===== config.mk =====
export PLATFORM = sky130hd
export DESIGN_NAME = bos_operand_shift_register
export DESIGN_NICKNAME = d
export VERILOG_FILES = /design/src/hw/bos_pkg.sv /design/src/hw/bos_operand_shift_register.sv /design/src/hw/bos_leg_shaper.sv
export SDC_FILE = /design/constraint.sdc
export NUM_CORES = 1
export LEC_CHECK = 0
export ABC_CLOCK_PERIOD_IN_PS = 1700
export BUFFER_PORTS_ARGS = -buffer_cell sky130_fd_sc_hd__clkbuf_2
export CORE_MARGIN = 5
export CORE_UTILIZATION = 37
export CTS_CLUSTER_SIZE = 10
export DETAILED_ROUTE_END_ITERATION = 8
export PLACE_DENSITY = 0.72
export SYNTH_ARGS = -nofsm -noshare
export SYNTH_HDL_FRONTEND = slang
export SYNTH_SLANG_ARGS = --single-unit

===== constraint.sdc =====
create_clock -name i_clk -period 1.7 [get_ports i_clk]
set_clock_uncertainty 0.1 [all_clocks]
set_input_delay 0.085 -clock i_clk [delete_from_list [all_inputs] [get_ports i_clk]]
set_output_delay 0.085 -clock i_clk [all_outputs]
set_load 0.1 [all_outputs]

===== src/hw/bos_pkg.sv =====
// ====================================================================
// Shared constants and types for the B operand shift register
package bos_pkg;

  // ==================================================================
  // Widths and bit positions
  localparam int BOS_WORD_W = 16;
  localparam int BOS_BYTE_W = 8;
  localparam int BOS_NIB_W = 4;
  localparam int BOS_SIGN_BIT = 7;
  localparam int BOS_LINK_BIT = 8;
  localparam int BOS_MSB = 15;

  // ==================================================================
  // Control store word layout (word width itself is arbitrary)
  localparam int BOS_CS_W = 48;
  localparam int BOS_CS_MODE_UPPER = 4;
  localparam int BOS_CS_MODE_LOWER = 5;
  localparam int BOS_CS_UPPER_BYTE = 14;
  localparam int BOS_CS_LOWER_BYTE = 16;

  // ==================================================================
  // Reset values and fixed bus patterns (bus is active low)
  localparam logic [15:0] BOS_REG_RST = 16'h0000;
  localparam logic [15:0] BOS_BUS_RST_N = 16'hFFFF;
  localparam logic [3:0] BOS_PLUS_ONE_NIB_N = 4'hE;
  localparam logic [3:0] BOS_IDLE_NIB_N = 4'hF;
  localparam logic [7:0] BOS_IDLE_BYTE_N = 8'hFF;

  // ==================================================================
  // Types
  typedef logic [BOS_WORD_W-1:0] bos_word_t;

  typedef enum logic [1:0] {
    BOS_HOLD,
    BOS_SHIFT_RIGHT,
    BOS_SHIFT_LEFT,
    BOS_LOAD
  } bos_reg_op_e;

  typedef enum logic [1:0] {
    BOS_ARITHMETIC_SHIFT_LEFT,
    BOS_ARITHMETIC_SHIFT_RIGHT,
    BOS_ROTATE_LEFT,
    BOS_ROTATE_RIGHT
  } bos_shift_op_e;

  typedef struct packed {
    logic mode_upper;
    logic mode_lower;
  } bos_mode_s;

  typedef struct packed {
    logic upper_byte_select;
    logic lower_byte_enable;
    logic plus_one_inhibit_n;
  } bos_leg_s;

  // ==================================================================
  // Mode pair to register operation
  function automatic bos_reg_op_e bos_decode_op(input bos_mode_s m);
    bos_reg_op_e op;
    op = BOS_HOLD;
    case ({m.mode_upper, m.mode_lower})
      2'b11: op = BOS_LOAD;
      2'b01: op = BOS_SHIFT_RIGHT;
      2'b10: op = BOS_SHIFT_LEFT;
      default: op = BOS_HOLD;
    endcase
    return op;
  endfunction

endpackage


===== src/hw/bos_operand_shift_register.sv =====
`timescale 1ns/1ps
// ====================================================================
// How it works
// - Register is 16 bits, parallel data comes from the result mux.
// - Register changes only on the processor clock edge, or at once on asynchronous reset.
// - Both mode inputs high loads; control word bit 04 upper, 05 lower.
// - Lower-only shifts toward LSB, upper-only toward MSB, none holds.
// - Serial inputs matter only while shifting, not on load or hold.
// - Left shift fills bit 00, right shift fills bit 15.
// - Serial source: zero, bit 15, or carry, chosen by instruction.
// - One common serial source feeds whichever shift direction runs.
// - Control word bit 16 steers low byte, bit 14 steers high byte.
// - Both byte controls high pass the whole register unchanged.
// - Low control only passes low byte and copies bit 07 upward.
// - Both byte controls low give constant one, ignoring contents.
// - Bus is active low; constant one drives bit 00 low, rest high.
// - Upper byte mux outputs all high when low control is low.
// - Low nibble picks +1 or bits 00-03; bits 04-07 gated.
// - Active-low inhibit decides whether constant one is produced.
// - Register holds results read through the scratch memory path.
// - Sign extension of the low byte is offered on the bus.
// - Constant one serves increments and decrements by one.
// - Right shifts feed bit 08 into bit 07 through a separate path.
// - Rotates shift in the carry held before the instruction.
module bos_operand_shift_register
  import bos_pkg::*;
#(
  parameter int CS_W = BOS_CS_W
)
(
  input wire logic i_clk,
  input wire logic i_arst_n,
  input wire logic [CS_W-1:0] i_cs_word,
  input wire bos_word_t i_result_mux,
  input wire bos_shift_op_e i_shift_op,
  input wire logic i_carry_flag,
  input wire logic i_plus_one_inhibit_n,
  output bos_word_t o_operand_shift_register,
  output bos_word_t o_b_operand_bus_n
);

  // ==================================================================
  // Control store field extraction
  bos_mode_s mode;
  bos_leg_s leg;
  bos_reg_op_e reg_op;

  // Mode pair and byte controls sit at fixed control word bits
  always_comb
  begin
    mode.mode_upper = i_cs_word[BOS_CS_MODE_UPPER];
    mode.mode_lower = i_cs_word[BOS_CS_MODE_LOWER];
    leg.upper_byte_select = i_cs_word[BOS_CS_UPPER_BYTE];
    leg.lower_byte_enable = i_cs_word[BOS_CS_LOWER_BYTE];
    leg.plus_one_inhibit_n = i_plus_one_inhibit_n;
  end

  assign reg_op = bos_decode_op(mode);

  // ==================================================================
  // Serial source selection
  logic serial_shift_in;
  logic low_byte_right_in;
  logic left_serial_in;
  logic right_serial_in;
  bos_word_t operand_q;
  bos_word_t operand_d;

  // The carry input is the flag flop output, so at the shift edge it
  // still shows the value from before the instruction
  always_comb
  begin
    case (i_shift_op)
      BOS_ARITHMETIC_SHIFT_LEFT: serial_shift_in = 1'b0;
      BOS_ARITHMETIC_SHIFT_RIGHT: serial_shift_in = operand_q[BOS_MSB];
      BOS_ROTATE_LEFT: serial_shift_in = i_carry_flag;
      BOS_ROTATE_RIGHT: serial_shift_in = i_carry_flag;
      default: serial_shift_in = 1'b0;
    endcase
  end

  // One source feeds both ends; only the active direction uses it
  assign left_serial_in = serial_shift_in;
  assign right_serial_in = serial_shift_in;

  // Halves have no direct right path, so bit 08 is routed explicitly
  assign low_byte_right_in = operand_q[BOS_LINK_BIT];

  // ==================================================================
  // Next register value
  always_comb
  begin
    case (reg_op)
      BOS_LOAD:
        operand_d = i_result_mux;
      BOS_SHIFT_RIGHT:
        operand_d = {right_serial_in,
          operand_q[BOS_MSB:BOS_LINK_BIT+1],
          low_byte_right_in,
          operand_q[BOS_SIGN_BIT:1]};
      BOS_SHIFT_LEFT:
        operand_d = {operand_q[BOS_MSB-1:0], left_serial_in};
      BOS_HOLD:
        operand_d = operand_q;
      default:
        operand_d = operand_q;
    endcase
  end

  // ==================================================================
  // Operand register
  // The rising edge of i_clk stands for the inverted processor clock;
  // hold keeps the contents as an inhibited clock would
  always_ff @(posedge i_clk or negedge i_arst_n)
  begin
    if (!i_arst_n)
      operand_q <= BOS_REG_RST;
    else
      operand_q <= operand_d;
  end

  assign o_operand_shift_register = operand_q;

  // ==================================================================
  // B operand bus shaping
  bos_word_t leg_bus_n;
  bos_word_t b_bus_n_q;

  // Shaping reads only the register outputs, never writes them
  bos_leg_shaper u_leg_shaper (
    .i_reg(operand_q),
    .i_leg(leg),
    .o_bus_n(leg_bus_n)
  );

  // Registered so the ALU sees a clean bus; costs one cycle of latency
  always_ff @(posedge i_clk or negedge i_arst_n)
  begin
    if (!i_arst_n)
      b_bus_n_q <= BOS_BUS_RST_N;
    else
      b_bus_n_q <= leg_bus_n;
  end

  assign o_b_operand_bus_n = b_bus_n_q;
endmodule // bos_operand_shift_register


===== src/hw/bos_leg_shaper.sv =====
`timescale 1ns/1ps
// ====================================================================
// B operand bus shaping: full word, sign-extended low byte, or +1
module bos_leg_shaper
  import bos_pkg::*;
(
  input wire bos_word_t i_reg,
  input wire bos_leg_s i_leg,
  output bos_word_t o_bus_n
);

  logic plus_one_active;
  logic [BOS_BYTE_W-1:0] upper_n;
  logic [BOS_NIB_W-1:0] mid_n;
  logic [BOS_NIB_W-1:0] low_n;

  // Constant one is active, and the upper byte mux disabled, when the low byte control is low
  assign plus_one_active = ~i_leg.lower_byte_enable;

  // Upper byte: forced high when disabled, else word or sign copy
  always_comb
  begin
    if (plus_one_active)
      upper_n = BOS_IDLE_BYTE_N;
    else if (i_leg.upper_byte_select)
      upper_n = ~i_reg[BOS_MSB:BOS_BYTE_W];
    else
      upper_n = {BOS_BYTE_W{~i_reg[BOS_SIGN_BIT]}};
  end

  // Bits 04-07 are plain NAND gates on the low byte enable
  assign mid_n = ~(i_reg[BOS_BYTE_W-1:BOS_NIB_W]
    & {BOS_NIB_W{i_leg.lower_byte_enable}});

  // Low nibble: +1 pattern, idle when inhibited, or register bits
  always_comb
  begin
    if (!plus_one_active)
      low_n = ~i_reg[BOS_NIB_W-1:0];
    else if (i_leg.plus_one_inhibit_n)
      low_n = BOS_PLUS_ONE_NIB_N;
    else
      low_n = BOS_IDLE_NIB_N;
  end

  assign o_bus_n = {upper_n, mid_n, low_n};

endmodule // bos_leg_shaper


==> results.cfg <==
[die]
core_area_um2 = 4000
initial_core_util_pct = 38.3
num_io_pins = 102
die_x_um = 74.4
num_rows = 23
dieArea_um2 = 5530
dieHeight_um = 74.4

[synth]
synth_edf_count = 0
syn-num-nets = 216
syn_area_um2 = 1530
synth_cell_types = 24
synthTopCellsByCount = dfrtp_1 (16), dfstp_2 (16)
ys_ff_latch = 32
yosysTopAreaCell = dfstp_2
seq_area_frac_synth_pct = 53.6
syn_avg_cell_area_um2 = 10.7
synthTopCellsByArea = dfstp_2 (27%), dfrtp_1 (26%), a211oi_1 (6.9%), a21o_1 (6.9%), a22oi_1 (6.9%)
ys.flop_type = dfstp_2
async_reset_ff_share_pct = 100
syn_inst = 143
yosysTopAreaCellShare_pct = 27.4
yosysWarningCount = 0

[hold_path]
min_to = o_b_operand_bus_n[7]
hp-class = primary input to register
hold_start = i_cs_word[16]
whs_path_depth = 2

[sta]
period_minus_slack_ns = 1.45
maxSlewViolCount = 0
fin_tns_setup_ns = 0
hold_violations = 0
period_share_pct = 85.4
fmax_mhz = 689
rsz0062_at_grt = false
slew_headroom_pct = 62.8
finalSetupViolCount = 0
tightestPinTransition_ns = 0.560

[grt]
globalRouteTotalUtil_pct = 13.7
grt_first_pass_wirelength_um = 5790
gr-total-overflow = 0
grt_max_degree = 23
grt_pass1_vias = 1214
grt_antenna_before_repair = 0

[clock_network]
clockRootBuffer = clkbuf_8
cts_tree = yes
holdBufCountCts = 2
clock-sinks = 32
cts_setup_buffers = 0
clkSlewWorstSetupHoldPaths_ns = 0.06
post_cts_resized = 0
h-tree-depth = 2
clk_latency_ns = 0.28
cts_made_buffers = 5
clockBufferDepth = 2

[setup_path]
worstSetupPathType = register to output port
worst-path-buf-inv = 1
crit_required_ns = 1.51
rr_worst_depth = 3
crit_family = buffers and inverters
critical_path_arrival_ns = 1.27
rr_startpoint = o_operand_shift_register[7]
cp-end-kind = output port
cp_max_fo = 6
startpoint_type = register
crit_chain = clkbuf_2
reg2reg_setup_slack_ns = 0.56
cpPeakStageDelay_ns = 0.51
r2r-end = o_operand_shift_register[8]
crit_slowest_cell = clkbuf_2

[detailed_routing]
wire_per_inst_um = 14.0
drt_iter0_drc = 47
wl_met1_um = 1530
top_layer_used = met4
drtAntennaViolNets = 0
first_pass_iters = 4
drcViolationCount = 0
wl_met2_um = 1680
vias = 1271
vias_per_cell = 4.98
wl_met3_um = 286
finalWirelength_um = 3570

[status]
status = complete, no violations

[finish]
fill_cells = 395
postLayoutCoreUtil_pct = 48.9
fin_nets = 277
layout-drive-gt1-share_pct = 42.9
syn_to_final_growth_pct = 27.7
n_antenna_cell = 0

[power]
power_leakage_nw = 0.974
powerDensity_nw_per_um2 = 1390
peakVddDrop_mv = 0.592

[place]
dpl.hpwl_um = 2690
io_buffers = 57
place_congestion = 0.807

[flow_run]
maxCapViolations = 0
[how the worst max path moves through the flow]
stage                                      startpoint                           to  slack [ns]  cells past startpoint
after floorplan           o_operand_shift_register[7]  o_operand_shift_register[8]        0.02                      3
after global placement                   i_cs_word[4]  o_operand_shift_register[6]        0.29                      7
after detailed placement                 i_cs_word[4]  o_operand_shift_register[1]        0.26                      7
after CTS                 o_operand_shift_register[7]  o_operand_shift_register[7]        0.24                      1
after global routing      o_operand_shift_register[7]  o_operand_shift_register[7]        0.20                      1
final                     o_operand_shift_register[7]  o_operand_shift_register[7]        0.25                      1
[registers in the layout, indices dropped and copies added (netlist names)]
register                  flops
o_b_operand_bus_n            16
o_operand_shift_register     16
[per-layer routing]
layer / vias to the layer above / track usage [%]
met2: 52 / 21.1
met1: 578 / 17.5
met5: - / 0
met4: 0 / 6.32
met3: 8 / 4.73
li1: 633 / -
[power breakdown]
group / leakage [nW] / internal, mW / switching [mW]
clock: 0.0455 / 0.329 / 0.252
combinational: 0.568 / 0.207 / 0.938
sequential: 0.361 / 0.890 / 0.104
[cell families after synthesis]
kind of cell	Yosys count	synth area share (%)
AOI/OAI and AO/OA	56	25.6
adders and majority gates	3	2.45
and+or+nand+nor	35	11.0
muxes	1	0.653
buffers and inverters	16	6.69
DFF	32	53.6
[layout make-up]
class	instances	area (µm²)	area share (%)
Tap cell	50	62.6	3.20
Timing Repair Buffer	66	358	18.3
Inverter	4	15.0	0.767
Clock buffer	8	90.1	4.60
Sequential cell	32	822	42.0
Multi-Input combinational cell	95	609	31.1
[cells in the final DEF (no fill, tap or decap), drive strengths merged, types with 3 or more instances in the layout]
master,n
clkbuf,65
dfstp,16
dfrtp,16
a22oi,14
nor2,14
a211oi,14
a21o,14
o21ai,10
and2,9
nand2,7
buf,7
inv,4
ha,3
[metrics by stage]
step | power (mW) | std cells | worst slack, ns | cell area [µm²] | hold slack [ns]
2_1_floorplan | 1.94 | 143 | 0.0190 | 1530 | -0.311
3_3_place_gp | 2.14 | 245 | 0.286 | 1850 | -0.0560
3_5_place_dp | 2.15 | 245 | 0.262 | 1850 | -0.0598
4_1_cts | 2.74 | 255 | 0.242 | 1960 | 0.0370
5_1_grt | 2.84 | 255 | 0.204 | 1960 | 0.0622
6_report | 2.72 | 255 | 0.248 | 1960 | 0.0440
No activity file was read; power rests on OpenSTA's default activity.
